**config.mk**
```make
export PLATFORM = sky130hd
export DESIGN_NAME = duart_top
export DESIGN_NICKNAME = d
export VERILOG_FILES = /design/src/common/duart_pkg.sv /design/src/core/duart_skid.sv /design/src/core/duart_chan.sv /design/src/core/duart_top.sv
export SDC_FILE = /design/constraint.sdc
export NUM_CORES = 1
export LEC_CHECK = 0
export BUFFER_PORTS_ARGS = -buffer_cell sky130_fd_sc_hd__buf_2
export CAP_MARGIN = 10
export CORE_UTILIZATION = 45
export CTS_BUF_LIST = sky130_fd_sc_hd__clkbuf_4 sky130_fd_sc_hd__clkbuf_8
export DETAILED_ROUTE_END_ITERATION = 6
export SLEW_MARGIN = 10
export SYNTH_ARGS = -nofsm -noshare
export SYNTH_HDL_FRONTEND = slang
export SYNTH_SLANG_ARGS = --single-unit
```
**constraint.sdc**
```tcl
create_clock -name core_clk -period 4.45 [get_ports core_clk]
set_input_delay 1.1125 -clock core_clk [delete_from_list [all_inputs] [get_ports core_clk]]
set_output_delay 1.1125 -clock core_clk [all_outputs]
set_load 0.01 [all_outputs]
```
**src/common/duart_pkg.sv**
```systemverilog
// duart_pkg: shared constants and carrier types for the two-channel uart pin block
// assumes one 100 MHz core clock and a synchronous active-high reset
package duart_pkg;

    // register addresses selected by the three address inputs
    localparam logic [2:0] ADDR_DATA = 3'h0;       // rx fifo read / tx fifo write
    localparam logic [2:0] ADDR_TRIG = 3'h1;       // trigger levels: [7:4] tx spaces, [3:0] rx fill
    localparam logic [2:0] ADDR_FEAT = 3'h2;       // enhanced_feature_reg
    localparam logic [2:0] ADDR_MCTL = 3'h4;       // modem_control_reg
    localparam logic [2:0] ADDR_LSTAT = 3'h5;      // line status
    localparam logic [2:0] ADDR_MSTAT = 3'h6;      // modem_status_reg
    localparam logic [2:0] ADDR_DIV = 3'h7;        // baud divisor

    // field positions
    localparam int MCTL_RTS_BIT = 1;
    localparam int MCTL_LOOP_BIT = 4;
    localparam int FEAT_ACTS_BIT = 7;
    localparam int MSTAT_CTS_BIT = 4;

    // reset values
    localparam logic [7:0] TRIG_RESET = 8'h11;
    localparam logic [7:0] DIV_RESET = 8'h01;

    // fifo and timing
    localparam int FIFO_DEPTH = 16;
    localparam int PTR_W = 4;
    localparam int CNT_W = 5;
    localparam int OVS = 16;                       // samples per bit
    localparam int TIMEOUT_BITS = 40;              // four characters of idle line
    localparam int TIMEOUT_W = 10;

    // host bus request
    typedef struct packed {
        logic       rd;
        logic       wr;
        logic [2:0] addr;
        logic [7:0] wdata;
    } duart_req_type;

    // received word with framing error flag
    typedef struct packed {
        logic       ferr;
        logic [7:0] data;
    } duart_word_type;

endpackage

```
**src/core/duart_skid.sv**
```systemverilog
// duart_skid: two-entry buffer with valid/ready both sides
// assumes synchronous inputs on core_clk
`timescale 1ns/100ps
module duart_skid (
    input wire logic core_clk,
    input wire logic rst,
    input wire logic in_valid,
    output logic in_ready,
    input wire duart_pkg::duart_word_type in_word,
    output logic out_valid,
    input wire logic out_ready,
    output duart_pkg::duart_word_type out_word
);
    import duart_pkg::*;

    duart_word_type mem_q [2];                     // entry storage
    logic rd_q;                                    // read index
    logic wr_q;                                    // write index
    logic [1:0] cnt_q;                             // occupancy
    wire push = in_valid && in_ready;
    wire pop = out_valid && out_ready;

    assign in_ready = (cnt_q != 2'h2);
    assign out_valid = (cnt_q != 2'h0);
    assign out_word = mem_q[rd_q];

    ////////////////////////////////////////////////////////////////
    // pointer and count update
    always_ff @(posedge core_clk) begin
        if (rst) begin
            rd_q <= 1'b0;
            wr_q <= 1'b0;
            cnt_q <= 2'h0;
        end else begin
            if (push) begin
                mem_q[wr_q] <= in_word;
                wr_q <= ~wr_q;
            end
            if (pop) begin
                rd_q <= ~rd_q;
            end
            cnt_q <= cnt_q + {1'b0, push} - {1'b0, pop};
        end
    end

    a_skid_no_loss: assert property (@(posedge core_clk) disable iff (rst)
        !in_ready |-> !in_valid) else $error("word offered while buffer full");
endmodule

```
**src/core/duart_chan.sv**
```systemverilog
// duart_chan: one uart channel: host registers, fifos, dma ready pins, loopback, cts
// assumes host strobes are synchronous to core_clk, one access per strobe
// Overview of operation
// - rx ready low at trigger or timeout
// - rx ready high on empty or error
// - tx ready low when free space reaches trigger
// - tx ready high when tx fifo full
// - loopback: tx line idle, fed to receiver
// - only selected channel takes bus transfers
// - three address bits pick the register
// - cts input shown in modem status bit4
// - cts gates transmit only with auto-cts enabled
// - read strobe puts addressed register on bus
// - write strobe stores bus into addressed register
// - control bit1 drives rts low; reset high
// - bit zero is first serial bit
`timescale 1ns/100ps
module duart_chan (
    input wire logic core_clk,
    input wire logic rst,
    input wire logic chan_select_n,
    input wire duart_pkg::duart_req_type req,
    output logic [7:0] rdata,
    output logic rdata_en_n,
    output logic serial_out,
    input wire logic serial_in,
    input wire logic clear_to_send_n,
    output logic request_to_send_n,
    output logic rx_dma_ready_n,
    output logic tx_dma_ready_n
);
    import duart_pkg::*;

    function automatic logic [CNT_W-1:0] trig_count(input logic [3:0] t);
        trig_count = (t == 4'h0) ? CNT_W'(1) : {1'b0, t};
    endfunction

    ////////////////////////////////////////////////////////////////
    // host access decode
    wire sel = !chan_select_n;
    wire wr_en = sel && req.wr;
    wire rd_en = sel && req.rd;
    wire [2:0] addr = req.addr;
    logic rd_d1_q;                                                // read edge detect
    logic wr_d1_q;                                                // write edge detect
    wire rd_pulse = rd_en && !rd_d1_q;
    wire wr_pulse = wr_en && !wr_d1_q;

    logic [7:0] trig_q;                                           // trigger levels
    logic [7:0] feat_q;                                           // enhanced feature
    logic [7:0] mctl_q;                                           // modem control
    logic [7:0] div_q;                                            // baud divisor
    wire loop_en = mctl_q[MCTL_LOOP_BIT];
    wire auto_cts = feat_q[FEAT_ACTS_BIT];

    // register writes; data register handled by tx fifo
    always_ff @(posedge core_clk) begin
        if (rst) begin
            trig_q <= TRIG_RESET;
            feat_q <= 8'h00;
            mctl_q <= 8'h00;
            div_q <= DIV_RESET;
            rd_d1_q <= 1'b0;
            wr_d1_q <= 1'b0;
        end else begin
            rd_d1_q <= rd_en;
            wr_d1_q <= wr_en;
            if (wr_pulse) begin
                case (addr)
                    ADDR_TRIG: trig_q <= req.wdata;
                    ADDR_FEAT: feat_q <= req.wdata;
                    ADDR_MCTL: mctl_q <= req.wdata;
                    ADDR_DIV: div_q <= req.wdata;
                    default: ;
                endcase
            end
        end
    end

    assign request_to_send_n = !mctl_q[MCTL_RTS_BIT];

    ////////////////////////////////////////////////////////////////
    // baud tick: one pulse per oversample period from core_clk
    logic [7:0] baud_cnt_q;
    wire baud_tick = (baud_cnt_q == 8'h00);
    always_ff @(posedge core_clk) begin
        if (rst || baud_tick) begin
            baud_cnt_q <= (rst ? DIV_RESET : div_q) - 8'h01;
        end else begin
            baud_cnt_q <= baud_cnt_q - 8'h01;
        end
    end

    ////////////////////////////////////////////////////////////////
    // tx fifo
    logic [7:0] txm_q [FIFO_DEPTH];
    logic [PTR_W-1:0] txw_q;
    logic [PTR_W-1:0] txr_q;
    logic [CNT_W-1:0] txc_q;
    wire tx_full = (txc_q == CNT_W'(FIFO_DEPTH));
    wire tx_push = wr_pulse && (addr == ADDR_DATA) && !tx_full;
    wire [CNT_W-1:0] tx_free = CNT_W'(FIFO_DEPTH) - txc_q;
    logic tx_pop;

    // tx ready low with enough spaces, high when full
    assign tx_dma_ready_n = tx_full || (tx_free < trig_count(trig_q[7:4]));

    // tx shifter: start, 8 data lsb first, stop
    logic [9:0] tsh_q;
    logic [3:0] tbit_q;
    logic [3:0] tos_q;
    logic tbusy_q;
    wire cts_ok = !auto_cts || !clear_to_send_n;
    assign tx_pop = !tbusy_q && (txc_q != 0) && cts_ok;
    wire tx_line = tbusy_q ? tsh_q[0] : 1'b1;
    assign serial_out = loop_en ? 1'b1 : tx_line;

    always_ff @(posedge core_clk) begin
        if (rst) begin
            txw_q <= '0;
            txr_q <= '0;
            txc_q <= '0;
            tbusy_q <= 1'b0;
            tsh_q <= 10'h3ff;
            tbit_q <= 4'h0;
            tos_q <= 4'h0;
        end else begin
            if (tx_push) begin
                txm_q[txw_q] <= req.wdata;
                txw_q <= txw_q + PTR_W'(1);
            end
            if (tx_pop) begin
                tsh_q <= {1'b1, txm_q[txr_q], 1'b0};
                txr_q <= txr_q + PTR_W'(1);
                tbusy_q <= 1'b1;
                tbit_q <= 4'h0;
                tos_q <= 4'h0;
            end else if (tbusy_q && baud_tick) begin
                tos_q <= tos_q + 4'h1;
                if (tos_q == 4'(OVS - 1)) begin
                    tsh_q <= {1'b1, tsh_q[9:1]};
                    tbit_q <= tbit_q + 4'h1;
                    if (tbit_q == 4'h9) tbusy_q <= 1'b0;
                end
            end
            txc_q <= txc_q + CNT_W'(tx_push) - CNT_W'(tx_pop);
        end
    end

    ////////////////////////////////////////////////////////////////
    // receiver: loopback replaces the pin input
    wire rx_in = loop_en ? tx_line : serial_in;
    logic rbusy_q;
    logic [3:0] ros_q;
    logic [3:0] rbit_q;
    logic [8:0] rsh_q;
    logic rx_done;
    duart_word_type rx_word;
    assign rx_word = '{ferr: !rx_in, data: rsh_q[8:1]};
    assign rx_done = rbusy_q && baud_tick && (ros_q == 4'(OVS/2 - 1)) && (rbit_q == 4'h9);

    always_ff @(posedge core_clk) begin
        if (rst) begin
            rbusy_q <= 1'b0;
            ros_q <= 4'h0;
            rbit_q <= 4'h0;
            rsh_q <= '0;
        end else if (baud_tick) begin
            if (!rbusy_q) begin
                if (!rx_in) begin
                    rbusy_q <= 1'b1;
                    ros_q <= 4'h0;
                    rbit_q <= 4'h0;
                end
            end else begin
                ros_q <= ros_q + 4'h1;
                if (ros_q == 4'(OVS/2 - 1)) begin
                    rsh_q <= {rx_in, rsh_q[8:1]};
                    rbit_q <= rbit_q + 4'h1;
                    if (rbit_q == 4'h9 || (rbit_q == 4'h0 && rx_in)) rbusy_q <= 1'b0; // stop, or false start
                end
            end
        end
    end

    // skid buffer decouples receiver from a full rx fifo
    logic sk_valid;
    logic sk_ready;
    duart_word_type sk_word;
    duart_skid u_skid (
        .core_clk(core_clk),
        .rst(rst),
        .in_valid(rx_done),
        .in_ready(),
        .in_word(rx_word),
        .out_valid(sk_valid),
        .out_ready(sk_ready),
        .out_word(sk_word)
    );

    ////////////////////////////////////////////////////////////////
    // rx fifo with per-word error flags
    duart_word_type rxm_q [FIFO_DEPTH];
    logic [PTR_W-1:0] rxw_q;
    logic [PTR_W-1:0] rxr_q;
    logic [CNT_W-1:0] rxc_q;
    logic [FIFO_DEPTH-1:0] err_q;                                 // error per slot
    wire rx_full = (rxc_q == CNT_W'(FIFO_DEPTH));
    wire rx_empty = (rxc_q == 0);
    assign sk_ready = !rx_full;
    wire rx_push = sk_valid && sk_ready;
    wire rx_pop = rd_pulse && (addr == ADDR_DATA) && !rx_empty;
    wire rx_err = |err_q;

    // idle timeout in oversample ticks since last rx activity
    logic [TIMEOUT_W-1:0] to_cnt_q;
    wire timeout = !rx_empty && (to_cnt_q >= TIMEOUT_W'(TIMEOUT_BITS * OVS));
    always_ff @(posedge core_clk) begin
        if (rst || rx_push || rx_pop || rbusy_q) begin
            to_cnt_q <= '0;
        end else if (baud_tick && !timeout) begin
            to_cnt_q <= to_cnt_q + TIMEOUT_W'(1);
        end
    end

    always_ff @(posedge core_clk) begin
        if (rst) begin
            rxw_q <= '0;
            rxr_q <= '0;
            rxc_q <= '0;
            err_q <= '0;
        end else begin
            if (rx_pop) begin
                err_q[rxr_q] <= 1'b0;
                rxr_q <= rxr_q + PTR_W'(1);
            end
            if (rx_push) begin
                rxm_q[rxw_q] <= sk_word;
                err_q[rxw_q] <= sk_word.ferr;
                rxw_q <= rxw_q + PTR_W'(1);
            end
            rxc_q <= rxc_q + CNT_W'(rx_push) - CNT_W'(rx_pop);
        end
    end

    // rx ready: low at trigger or timeout, high on empty or error
    wire rx_trig = (rxc_q >= trig_count(trig_q[3:0]));
    assign rx_dma_ready_n = rx_empty || rx_err || !(rx_trig || timeout);

    ////////////////////////////////////////////////////////////////
    // read mux; data output registered
    wire [7:0] lstat = {rx_err, !tbusy_q && (txc_q == 0), rx_full, 4'h0, !rx_empty};
    wire [7:0] mstat = {3'h0, !clear_to_send_n, 4'h0};
    logic [7:0] rmux;
    always_comb begin
        case (addr)
            ADDR_DATA: rmux = rxm_q[rxr_q].data;
            ADDR_TRIG: rmux = trig_q;
            ADDR_FEAT: rmux = feat_q;
            ADDR_MCTL: rmux = mctl_q;
            ADDR_LSTAT: rmux = lstat;
            ADDR_MSTAT: rmux = mstat;
            ADDR_DIV: rmux = div_q;
            default: rmux = 8'h00;
        endcase
    end
    always_ff @(posedge core_clk) begin
        if (rst) begin
            rdata <= 8'h00;
        end else if (rd_pulse) begin
            rdata <= rmux;
        end
    end
    assign rdata_en_n = !rd_en;

    ////////////////////////////////////////////////////////////////
    // checks
    a_txrdy_full_high: assert property (@(posedge core_clk) disable iff (rst)
        tx_full |-> tx_dma_ready_n) else $error("tx ready low while full");
    a_txrdy_space_low: assert property (@(posedge core_clk) disable iff (rst)
        (tx_free >= trig_count(trig_q[7:4])) |-> !tx_dma_ready_n) else $error("tx ready stuck");
    a_rxrdy_empty_high: assert property (@(posedge core_clk) disable iff (rst)
        (rx_empty || rx_err) |-> rx_dma_ready_n) else $error("rx ready low while empty");
    a_rxrdy_trig_low: assert property (@(posedge core_clk) disable iff (rst)
        (rx_trig && !rx_empty && !rx_err) |-> !rx_dma_ready_n) else $error("rx ready missed");
    a_loop_line_idle: assert property (@(posedge core_clk) disable iff (rst)
        loop_en |-> serial_out) else $error("tx pin active in loopback");
    a_unsel_no_write: assert property (@(posedge core_clk) disable iff (rst)
        chan_select_n |=> $stable(mctl_q)) else $error("unselected write taken");
    a_rts_follow_ctl: assert property (@(posedge core_clk) disable iff (rst)
        (wr_pulse && addr == ADDR_MCTL) |=> request_to_send_n == !$past(req.wdata[MCTL_RTS_BIT]))
        else $error("rts not following control");
    a_cts_gates_tx: assert property (@(posedge core_clk) disable iff (rst)
        (auto_cts && clear_to_send_n) |-> !tx_pop) else $error("tx started without cts");
    a_mstat_cts: assert property (@(posedge core_clk) disable iff (rst)
        (rd_pulse && addr == ADDR_MSTAT) |=> rdata[MSTAT_CTS_BIT] == !$past(clear_to_send_n))
        else $error("cts status wrong");
endmodule

```
**src/core/duart_top.sv**
```systemverilog
// duart_top: two independent channels sharing host bus and clock
// assumes all inputs synchronous to core_clk
`timescale 1ns/100ps
module duart_top (
    input wire logic core_clk,
    input wire logic rst,
    input wire logic chan_select_n_ch0,
    input wire logic chan_select_n_ch1,
    input wire logic reg_addr_bit0,
    input wire logic reg_addr_bit1,
    input wire logic reg_addr_bit2,
    input wire logic host_read_strobe_n,
    input wire logic host_write_strobe_n,
    input wire logic [7:0] data_in,
    output logic [7:0] data_out,
    output logic data_oe_n,
    output logic serial_out_ch0,
    output logic serial_out_ch1,
    input wire logic serial_in_ch0,
    input wire logic serial_in_ch1,
    input wire logic clear_to_send_n_ch0,
    input wire logic clear_to_send_n_ch1,
    output logic request_to_send_n_ch0,
    output logic request_to_send_n_ch1,
    output logic rx_dma_ready_n_ch0,
    output logic rx_dma_ready_n_ch1,
    output logic tx_dma_ready_n_ch0,
    output logic tx_dma_ready_n_ch1
);
    import duart_pkg::*;

    duart_req_type req;
    assign req = '{rd: !host_read_strobe_n, wr: !host_write_strobe_n,
                   addr: {reg_addr_bit2, reg_addr_bit1, reg_addr_bit0}, wdata: data_in};
    logic [7:0] rd0;
    logic [7:0] rd1;
    logic en0_n;
    logic en1_n;

    // channel copies; identical logic, own pins
    duart_chan u_ch0 (
        .core_clk(core_clk), .rst(rst), .chan_select_n(chan_select_n_ch0), .req(req),
        .rdata(rd0), .rdata_en_n(en0_n), .serial_out(serial_out_ch0), .serial_in(serial_in_ch0),
        .clear_to_send_n(clear_to_send_n_ch0), .request_to_send_n(request_to_send_n_ch0),
        .rx_dma_ready_n(rx_dma_ready_n_ch0), .tx_dma_ready_n(tx_dma_ready_n_ch0)
    );
    duart_chan u_ch1 (
        .core_clk(core_clk), .rst(rst), .chan_select_n(chan_select_n_ch1), .req(req),
        .rdata(rd1), .rdata_en_n(en1_n), .serial_out(serial_out_ch1), .serial_in(serial_in_ch1),
        .clear_to_send_n(clear_to_send_n_ch1), .request_to_send_n(request_to_send_n_ch1),
        .rx_dma_ready_n(rx_dma_ready_n_ch1), .tx_dma_ready_n(tx_dma_ready_n_ch1)
    );

    // channel 0 wins if both selected during a read
    assign data_out = !en0_n ? rd0 : rd1;
    assign data_oe_n = en0_n && en1_n;
endmodule

```
* After elaboration in Yosys (flattened, before gate mapping) *
Memories as Yosys holds them, arrays and structs flattened. A register that Yosys moved wholly into a read port is not among the register bits.
Index checks and enable logic that the tools add are counted.

storage, ports and cells
  flip-flop bits (word level) = 284
  memory bits (writable) = 580
  input port bits = 21
  logic and storage cells = 377
  output and inout bits = 17
  memories kept = 6

memories
  name                depth  width  read ports  clocked after Yosys merged registers in  wr ports  RTL line           RTL
  u_ch0.rxm_q         16     9      1           1                                        1         duart_chan.sv:203  duart_word_type rxm_q [FIFO_DEPTH];
  u_ch1.rxm_q         16     9      1           1                                        1         duart_chan.sv:203
  u_ch0.txm_q         16     8      1           1                                        1         duart_chan.sv:96   logic [7:0] txm_q [FIFO_DEPTH];
  u_ch1.txm_q         16     8      1           1                                        1         duart_chan.sv:96
  u_ch0.u_skid.mem_q  2      9      1           1                                        1         duart_skid.sv:16   duart_word_type mem_q [2];
  u_ch1.u_skid.mem_q  2      9      1           1                                        1         duart_skid.sv:16

cells by class
  equality and inequality tests = 24
  bitwise logic cells = 8
  $add $sub $neg = 36
  reductions and logical operators = 142
  mux-type cells = 93
  order comparisons = 14

operators by type and width
  operator                                                     number
  one-hot mux 8 bit (7 select lines)                           2
  2-to-1 mux 16 bit                                            6
  2-to-1 mux 4 bit                                             20
  adder 4 x 1 -> 4 bit (second input constant)                 16
  2-to-1 mux 9 bit                                             6
  2-to-1 mux 1 bit                                             48
  logical AND 1 bit                                            45
  2-to-1 mux 8 bit                                             5
  bitwise AND 16 bit                                           2
  bitwise mux 16 bit                                           2
  inverter 16 bit                                              2
  OR reduction 16 bit                                          2
  subtractor 8 x 1 -> 8 bit (second input constant)            4
  logical NOT 1 bit                                            30
  AND reduction 2 bit                                          14
  == test 4 bit (second input constant)                        6
  logical NOT 4 bit                                            6
  adder 10 x 1 -> 10 bit (second input constant)               2
  adder 5 x 1 -> 5 bit                                         4
  == test 5 bit (second input constant)                        4
  greater-or-equal comparator 10 bit (second input constant)   2
  logical NOT 5 bit                                            4
  logical OR 1 bit                                             20
  less-than comparator 4 x 5 -> 1 bit (second input constant)  4
  20 further kinds                                             61

* Logic depth before layout (Yosys ltp) *
Gate-level depths: netlist of run 1.

  depth after elaboration = 10
  mapped depth = 16

* Hierarchy *
A second synthesis of run 1 with hierarchy kept.

unflattened totals
  cells, all modules = 2733
  area, all modules = 36009.5 um^2

modules (own cells, without submodules)
  module                     instances  area each (um^2)  cells each
  duart_chan (u_ch1)         1          17050.1           1292
  duart_chan (u_ch0)         1          17031.3           1324
  duart_skid (u_ch0.u_skid)  1          894.6             53
  duart_skid (u_ch1.u_skid)  1          887.1             52
  duart_top                  1          146.4             12

* Least setup slack after synthesis of run 1 *
Ideal clock, no wire load.

  path type = input to register
  from = in reg_addr_bit2
  to = mem u_ch1.txm_q[3][0] (enable)
  arrival = 3.086 ns
  setup slack = 0.981 ns
  stages = 6
  data required time = 4.067 ns
  cell sequence = clkbuf_1 -> or3_1 -> buf_2 -> nor4_1 -> nand2_1 -> nor3_1

on the way
  cells in the longest elaborated chain, start to end = 6

ends and longest elaborated chain
  item                                    RTL line           RTL
  start: declaration                      duart_top.sv:11    input wire logic reg_addr_bit2,
  logical NOT 3 bit                       duart_chan.sv:101  wire tx_push = wr_pulse && (addr == ADDR_DATA) && !tx_full;
  logical AND 1 bit (2 in a row)          duart_chan.sv:101
  2-to-1 mux 1 bit                        duart_chan.sv:128  if (tx_push) begin
  2-to-1 mux 1 bit                        duart_chan.sv:119  if (rst) begin
  2-to-1 mux 1 bit (not written as such)  duart_chan.sv:129  txm_q[txw_q] <= req.wdata;
  end: declaration                        duart_chan.sv:96

Every way passes these cells.

* Worst setup path in the final report of run 1 *
  from = reg u_ch1.txc_q[2]
  to = out tx_dma_ready_n_ch1

on the way
  cells in the longest elaborated chain, start to end = 3
  elaborated cells on any way between the ends = 4

ends and longest elaborated chain
  item                        RTL line           RTL
  start: declaration          duart_chan.sv:99   logic [CNT_W-1:0] txc_q;
  start signal: assignment    duart_chan.sv:146  txc_q <= txc_q + CNT_W'(tx_push) - CNT_W'(tx_pop);
  subtractor 5 bit            duart_chan.sv:102  wire [CNT_W-1:0] tx_free = CNT_W'(FIFO_DEPTH) - txc_q;
  less-than comparator 5 bit  duart_chan.sv:106  assign tx_dma_ready_n = tx_full || (tx_free < trig_count(trig_q[7:4]));
  logical OR 1 bit (*)        duart_chan.sv:106
  end: declaration            duart_top.sv:28    output logic tx_dma_ready_n_ch1

Every way passes the cells marked *; elsewhere a longest branch is shown, timed or not.

==> reports/qor.yml, run 1 <==
outcome:
  status: "finished clean"
timing:
  rsz0062_at_grt: "false"
  fin_crit_ns: 3.80
  setup_viol_count_final: 0
  timing.final.crit_share_pct: 85.4
  clock_skew_ns: 0.0396
  worstMarginPinSlew_ns: 1.10
  maxSlewViolCount: 0
  maxSlewHeadroom_pct: 26.1
  fin_tns_setup_ns: 0
  clock.fmax_mhz: 263
  hold_viol: 0
floorplanning:
  std_cell_rows: 103
  io_pins: 38
  core_area_mm2: 0.0789
  die_area_mm2: 0.0807
  fp.dieW_um: 284
  initial_core_util_pct: 45.4
  fp.dieH_um: 284
setup_path:
  worstPathArrival_ns: 2.69
  ff2ff_path_depth: 8
  crit_type: "flop to output pin"
  cp-start-kind: "flop"
  r2r-start: "u_ch0.rbusy_q"
  startpoint: "u_ch1.txc_q[2]"
  end_kind: "output pin"
  cp_max_fo: 3
  required_ns: 3.34
synth:
  synth_seq_cells: 848
  synth_edf_count: 548
  async_flop_share_pct: 0
  synthesis.nets: 2700
  yosys_warnings: 0
  yosysSeqAreaShare_pct: 62.8
  synth_cells: 2583
  synthFlopType: "edfxtp_1"
  avgSynthCellArea_um2: 13.9
  netlist_area_mm2: 0.0358
  yosysUniqueCellTypes: 70
clocking:
  cts_buffers: 140
  clk_latency_ns: 0.77
  clock-sinks: 848
  cts_buffer_depth: 3
  postCtsHoldBufs: 0
  h-tree-depth: 4
  root_buffer: "clkbuf_8"
  cts_tree: "yes"
  ctsResizeCount: 0
  cts.reportedPaths.clkPinSlew_ns: 0.06
  cts_setup_buffers: 0
drt:
  met2_length_um: 39200
  drtIter0Drc: 1835
  drt_first_pass_iters: 6
  dr_total_vias: 21200
  wl_um: 80800
  wl_met3_um: 4880
  ant_nets: 0
  drc_errors: 0
  top_layer: "met5"
  wl_per_cell_um: 21.1
  wl_met1_um: 35300
  vias_per_cell: 5.53
placement:
  place_congestion: 0.829
  io_buffers: 37
  placed_area_mm2: 0.0371
  dp_hpwl_um: 52900
grt:
  grt_pass1_vias: 21700
  grt_pass1_wl_um: 126000
  grt.overflow.total: 0
  grt_max_degree: 71
  antenna_found_initial: 3
  grt_usage_pct: 20.2
run:
  cap_viol_max_count: 0
worst_hold_path:
  hold_depth: 2
  min_from: "u_ch1.feat_q[3]"
  min_path_type: "flop to flop"
power_and_ir_drop:
  power_density_mw_per_mm2: 497
  leakage_uw: 0.0134
  peakVddDrop_v: 0.000276
final_layout:
  utilization_pct: 50.5
  fin_nets: 2791
  final_design_area_no_fill_mm2: 0.0399
  drive_gt1_share_pct: 20.8
  area_delta_synth_final_pct: 11.4
-- cell usage in the layout, fill, tap and decap left out, types with 12 or more instances in the layout --
cell,instances
nand4_1,25
clkinv_2,19
nand2_1,147
clkbuf_8,148
a21oi_1,137
a32oi_1,12
mux2i_1,73
ha_1,92
buf_2,36
buf_4,54
nor3_1,29
clkinv_1,20
mux4_2,147
xor2_1,46
mux2_2,63
or3_1,24
edfxtp_1,548
inv_1,65
nand2b_1,48
o21ai_0,38
nor2b_1,40
nand3_1,85
clkbuf_4,48
a211o_1,20
xnor2_1,35
dfxtp_1,295
a22oi_1,17
o211ai_1,12
nor2_1,261
-- logic make-up after synthesis --
logic type / Yosys count / synth area share [%]
XOR/XNOR: 81 / 1.98
AND/OR/NAND/NOR: 761 / 10.7
multiplexers: 284 / 13.3
adder cells (fa/ha/maj): 96 / 3.44
AO/OA/AOI/OAI: 306 / 5.50
flip-flops: 848 / 62.8
buffers and inverters: 207 / 2.32
-- where the power goes --
| group | total (µW) | internal [µW] | switching [µW] |
|---|---|---|---|
| clock | 6670 | 3600 | 3070 |
| combinational | 3750 | 1660 | 2080 |
| sequential | 9380 | 8870 | 506 |
-- registers in the layout, indices dropped and copies added (netlist names), 9 cells and up, named ones only --
name,count
u_ch0.err_q,16
u_ch1.rxm_q,128
u_ch0.txm_q,128
u_ch0.u_skid.mem_q,18
u_ch1.tsh_q,9
u_ch1.txm_q,128
u_ch1.err_q,16
u_ch1.to_cnt_q,10
u_ch0.rxm_q,128
u_ch0.to_cnt_q,10
u_ch0.tsh_q,9
u_ch1.u_skid.mem_q,18
-- final timing paths --
check	slack (ns)	to
worst max-delay path	0.65	tx_dma_ready_n_ch1
worst min-delay path	0.46	u_ch1.feat_q[3]
worst max register to register	1.23	u_ch0.u_skid.cnt_q[1]
worst min register to register	0.46	u_ch1.feat_q[3]
-- Yosys cell counts (11+ instances only) --
| cell | n | area share, % |
|---|---|---|
| o211ai_1 | 12 | 0.25 |
| buf_1 | 13 | 0.14 |
| nor3_1 | 30 | 0.42 |
| a22oi_1 | 17 | 0.36 |
| nand3b_1 | 11 | 0.23 |
| a21oi_1 | 137 | 1.9 |
| mux2i_1 | 73 | 2.0 |
| a211o_1 | 20 | 0.49 |
| a32oi_1 | 12 | 0.29 |
| a211oi_1 | 13 | 0.27 |
| nand2b_1 | 48 | 0.84 |
| nor2b_1 | 40 | 0.70 |
| o21ai_0 | 38 | 0.53 |
| xor2_1 | 46 | 1.1 |
| mux2_2 | 63 | 2.0 |
| edfxtp_1 | 548 | 46 |
| nand2_1 | 147 | 1.5 |
| nand4_1 | 25 | 0.44 |
| xnor2_1 | 35 | 0.86 |
| ha_1 | 92 | 3.2 |
| dfxtp_1 | 300 | 17 |
| nor2_1 | 261 | 2.7 |
| or3_1 | 24 | 0.42 |
| clkbuf_1 | 95 | 1.0 |
| mux4_2 | 147 | 9.3 |
| inv_1 | 65 | 0.68 |
| nand3_1 | 85 | 1.2 |
| buf_2 | 32 | 0.45 |
| nor4_1 | 11 | 0.19 |
-- metal layers --
layer  track usage (%)  vias up
met3              4.30      108
met2              33.0      602
met4              5.89        2
met5                 0        -
met1              27.3    10600
li1                  -     9896
-- critical path, cell delays in order, from the launching register on --
cell and delay, ns:
dfxtp_1 0.39, inv_1 0.11, ha_1 0.20, and2_1 0.17, ha_1 0.29, nand2b_1 0.10
a211oi_1 0.06, or3_1 0.44, buf_2 0.18
-- cell type report --
| cell class | instances | area [µm²] |
|---|---|---|
| Clock buffer | 195 | 2380 |
| Fill cell | 6687 | 39000 |
| Inverter | 65 | 244 |
| Timing Repair Buffer | 91 | 599 |
| Multi-Input combinational cell | 1528 | 12500 |
| Sequential cell | 848 | 22500 |
| Clock inverter | 52 | 342 |
| Antenna cell | 1 | 2.50 |
| Tap cell | 1050 | 1310 |
-- metrics by stage --
| stage | power [µW] | cells | hold slack, ns | setup slack, ns |
|---|---|---|---|---|
| final | 19800 | 3830 | 0.455 | 0.651 |
| after global routing | 20800 | 3830 | 0.461 | 0.485 |
| after CTS | 20000 | 3829 | 0.440 | 0.549 |
| after detailed placement | 13300 | 3582 | 0.448 | 0.511 |
| after global placement | 13200 | 3582 | 0.435 | 0.564 |
| after floorplan | 12200 | 2583 | 0.425 | 0.981 |
Power figures use the tool's default switching activity.
==> run 2, diff against run 1 <==
==> constraint.sdc (replaced) <==
create_clock -name core_clk -period 3.8 [get_ports core_clk]
set_input_delay 0.95 -clock core_clk [delete_from_list [all_inputs] [get_ports core_clk]]
set_output_delay 0.95 -clock core_clk [all_outputs]
set_load 0.01 [all_outputs]
==> run 2 against run 1 <==
Against the previous run:
- global-route usage rose by 0.13 points
- via count up 1.6%
- setup slack got worse by 0.49 ns
- die area is the same
- non-clock buffer count is 54 higher
- total power grew 20%
- critical path depth rose by 1
- critical endpoint unchanged
==> reports/qor.yml, run 2 (synthesis results as in run 1) <==
placement:
  place_congestion: 0.855
  post-place-ws_ns: 0.341
  dp_hpwl_um: 53400
  io_buffers: 37
clocking:
  cts_tree: "yes"
  postCtsHoldBufs: 0
  cts.reportedPaths.clkPinSlew_ns: 0.07
  h-tree-depth: 4
  clock-sinks: 848
  cts_buffers: 141
  cts_setup_buffers: 0
  root_buffer: "clkbuf_8"
  cts_buffer_depth: 3
  clk_latency_ns: 0.80
drt:
  dr_total_vias: 21500
  drtIter0Drc: 1556
  ant_nets: 0
  wl_um: 80900
  drc_errors: 0
  wl_per_cell_um: 20.8
  vias_per_cell: 5.53
  drt_first_pass_iters: 5
setup_path:
  worstPathArrival_ns: 2.69
  cp_slowest_cell: "or3_4"
  cp_common_cell: "ha_1"
  max_stage_delay_ns: 0.41
  cp-start-kind: "flop"
  cp_max_fo: 3
  required_ns: 2.85
  end_kind: "output pin"
  cp_cell_sequence: "inv_1 -> ha_1 -> nor2b_1 -> xnor2_1 -> ha_1 -> nand2b_1 -> a211oi_1 -> or3_4 -> buf_2"
  crit_type: "flop to output pin"
timing:
  clock_skew_ns: 0.0339
  clock.fmax_mhz: 275
  rsz0062_at_grt: "true"
  hold_viol: 0
  fin_tns_setup_ns: 0
  timing.final.crit_share_pct: 95.7
  maxSlewViolCount: 0
  worstMarginPinSlew_ns: 0.996
  setup_viol_count_final: 0
  maxSlewHeadroom_pct: 33.6
  timing.final.ws_setup_ns: 0.162
  fin_crit_ns: 3.64
final_layout:
  final_cell_mix: "548 x edfxtp_1, 296 x dfxtp_1, 261 x nor2_1"
  num-fill-cells: 6744
  seqCellArea_mm2: 0.0225
  area_delta_synth_final_pct: 13.2
  fin_nets: 2846
  multiInputGateArea_mm2: 0.0125
  drive_gt1_share_pct: 22.6
  final_common_cell: "edfxtp_1"
grt:
  grt_pass1_wl_um: 126000
  grt_max_degree: 81
  grt_usage_pct: 20.4
  antenna_found_initial: 5
  grt_pass1_vias: 22000
  grt.overflow.total: 0
floorplanning:
  fp.dieH_um: 284
  die_area_mm2: 0.0807
  initial_core_util_pct: 45.4
  core_area_mm2: 0.0789
  io_pins: 38
  fp.dieW_um: 284
  std_cell_rows: 103
outcome:
  status: "finished clean"
power_and_ir_drop:
  leakage_uw: 0.0138
  power_density_mw_per_mm2: 587
  peakVddDrop_v: 0.000474
run:
  cap_viol_max_count: 0
worst_hold_path:
  min_path_type: "input port to flop"
run 2: cell count changes in the layout (fill, tap and decap cells not counted), sizes merged:
cell | previous run | this run
buf | 90 | 144
clkbuf | 196 | 201
clkinvlp | 4 | 0
inv | 71 | 75
bufinv | 2 | 5
run 2: path summary, 6_finish.rpt:
kind / depth (start not counted) / start / to / slack (ns)
setup / recovery: 9 / u_ch1.txc_q[1] / tx_dma_ready_n_ch1 / 0.16
hold reg to reg: 2 / u_ch1.feat_q[0] / u_ch1.feat_q[0] / 0.46
setup reg to reg: 10 / u_ch1.rbusy_q / u_ch1.u_skid.cnt_q[1] / 0.78
hold / removal: 2 / host_read_strobe_n / u_ch0.rd_d1_q / 0.43
run 2: power breakdown:
part,switching [µW],internal (µW)
Clock,3740,4540
Sequential,482,10400
Combinational,2600,2010
Total,6820,16900
run 2: final cells by class:
type / count / area share, %
antenna: 1 / 0.00618
clock inverter: 55 / 1.26
inverter: 65 / 0.602
sequential: 848 / 55.5
timing repair buffer: 145 / 2.51
multi-input combinational: 1528 / 30.9
clock buffer: 200 / 5.98
tap: 1050 / 3.24
run 2: layer usage:
layer / global-route usage [%] / share of wire [%] / vias to the layer above
met2: 32.7 / 47 / 551
li1: - / - / 9998
met4: 7.43 / 2.2 / 6
met5: 0 / 0.051 / -
met1: 27.4 / 45 / 10800
met3: 4.06 / 5.4 / 130
run 2: critical path: cells and delay by family, from the launching register on:
kind / cells / cell delay [ns]
AOI/OAI and AO/OA: 1 / 0.06
buffers and inverters: 2 / 0.26
adders and majority gates: 2 / 0.36
and+or+nand+nor: 3 / 0.66
DFF: 1 / 0.39
xor gates and xnor gates: 1 / 0.18
run 2: repair_timing:
| item | 4_1_cts | 5_1_grt |
|---|---|---|
| resized for setup | 0 | 3 |
| endpoints found under the hold margin | 0 | 0 |
| endpoints found under the setup margin | 0 | 3 |
run 2: metrics by stage:
| step | power, µW | hold WS [ns] | area (µm²) | cells | utilization [%] |
|---|---|---|---|---|---|
| 2_1_floorplan | 14200 | 0.425 | 35800 | 2583 | - |
| 3_3_place_gp | 15500 | 0.442 | 37600 | 3636 | 47.6 |
| 3_5_place_dp | 15700 | 0.450 | 37600 | 3636 | 47.6 |
| 4_1_cts | 24000 | 0.349 | 40500 | 3891 | 51.3 |
| 5_1_grt | 24900 | 0.393 | 40500 | 3892 | 51.3 |
| 6_report | 23800 | 0.432 | 40500 | 3892 | 51.3 |
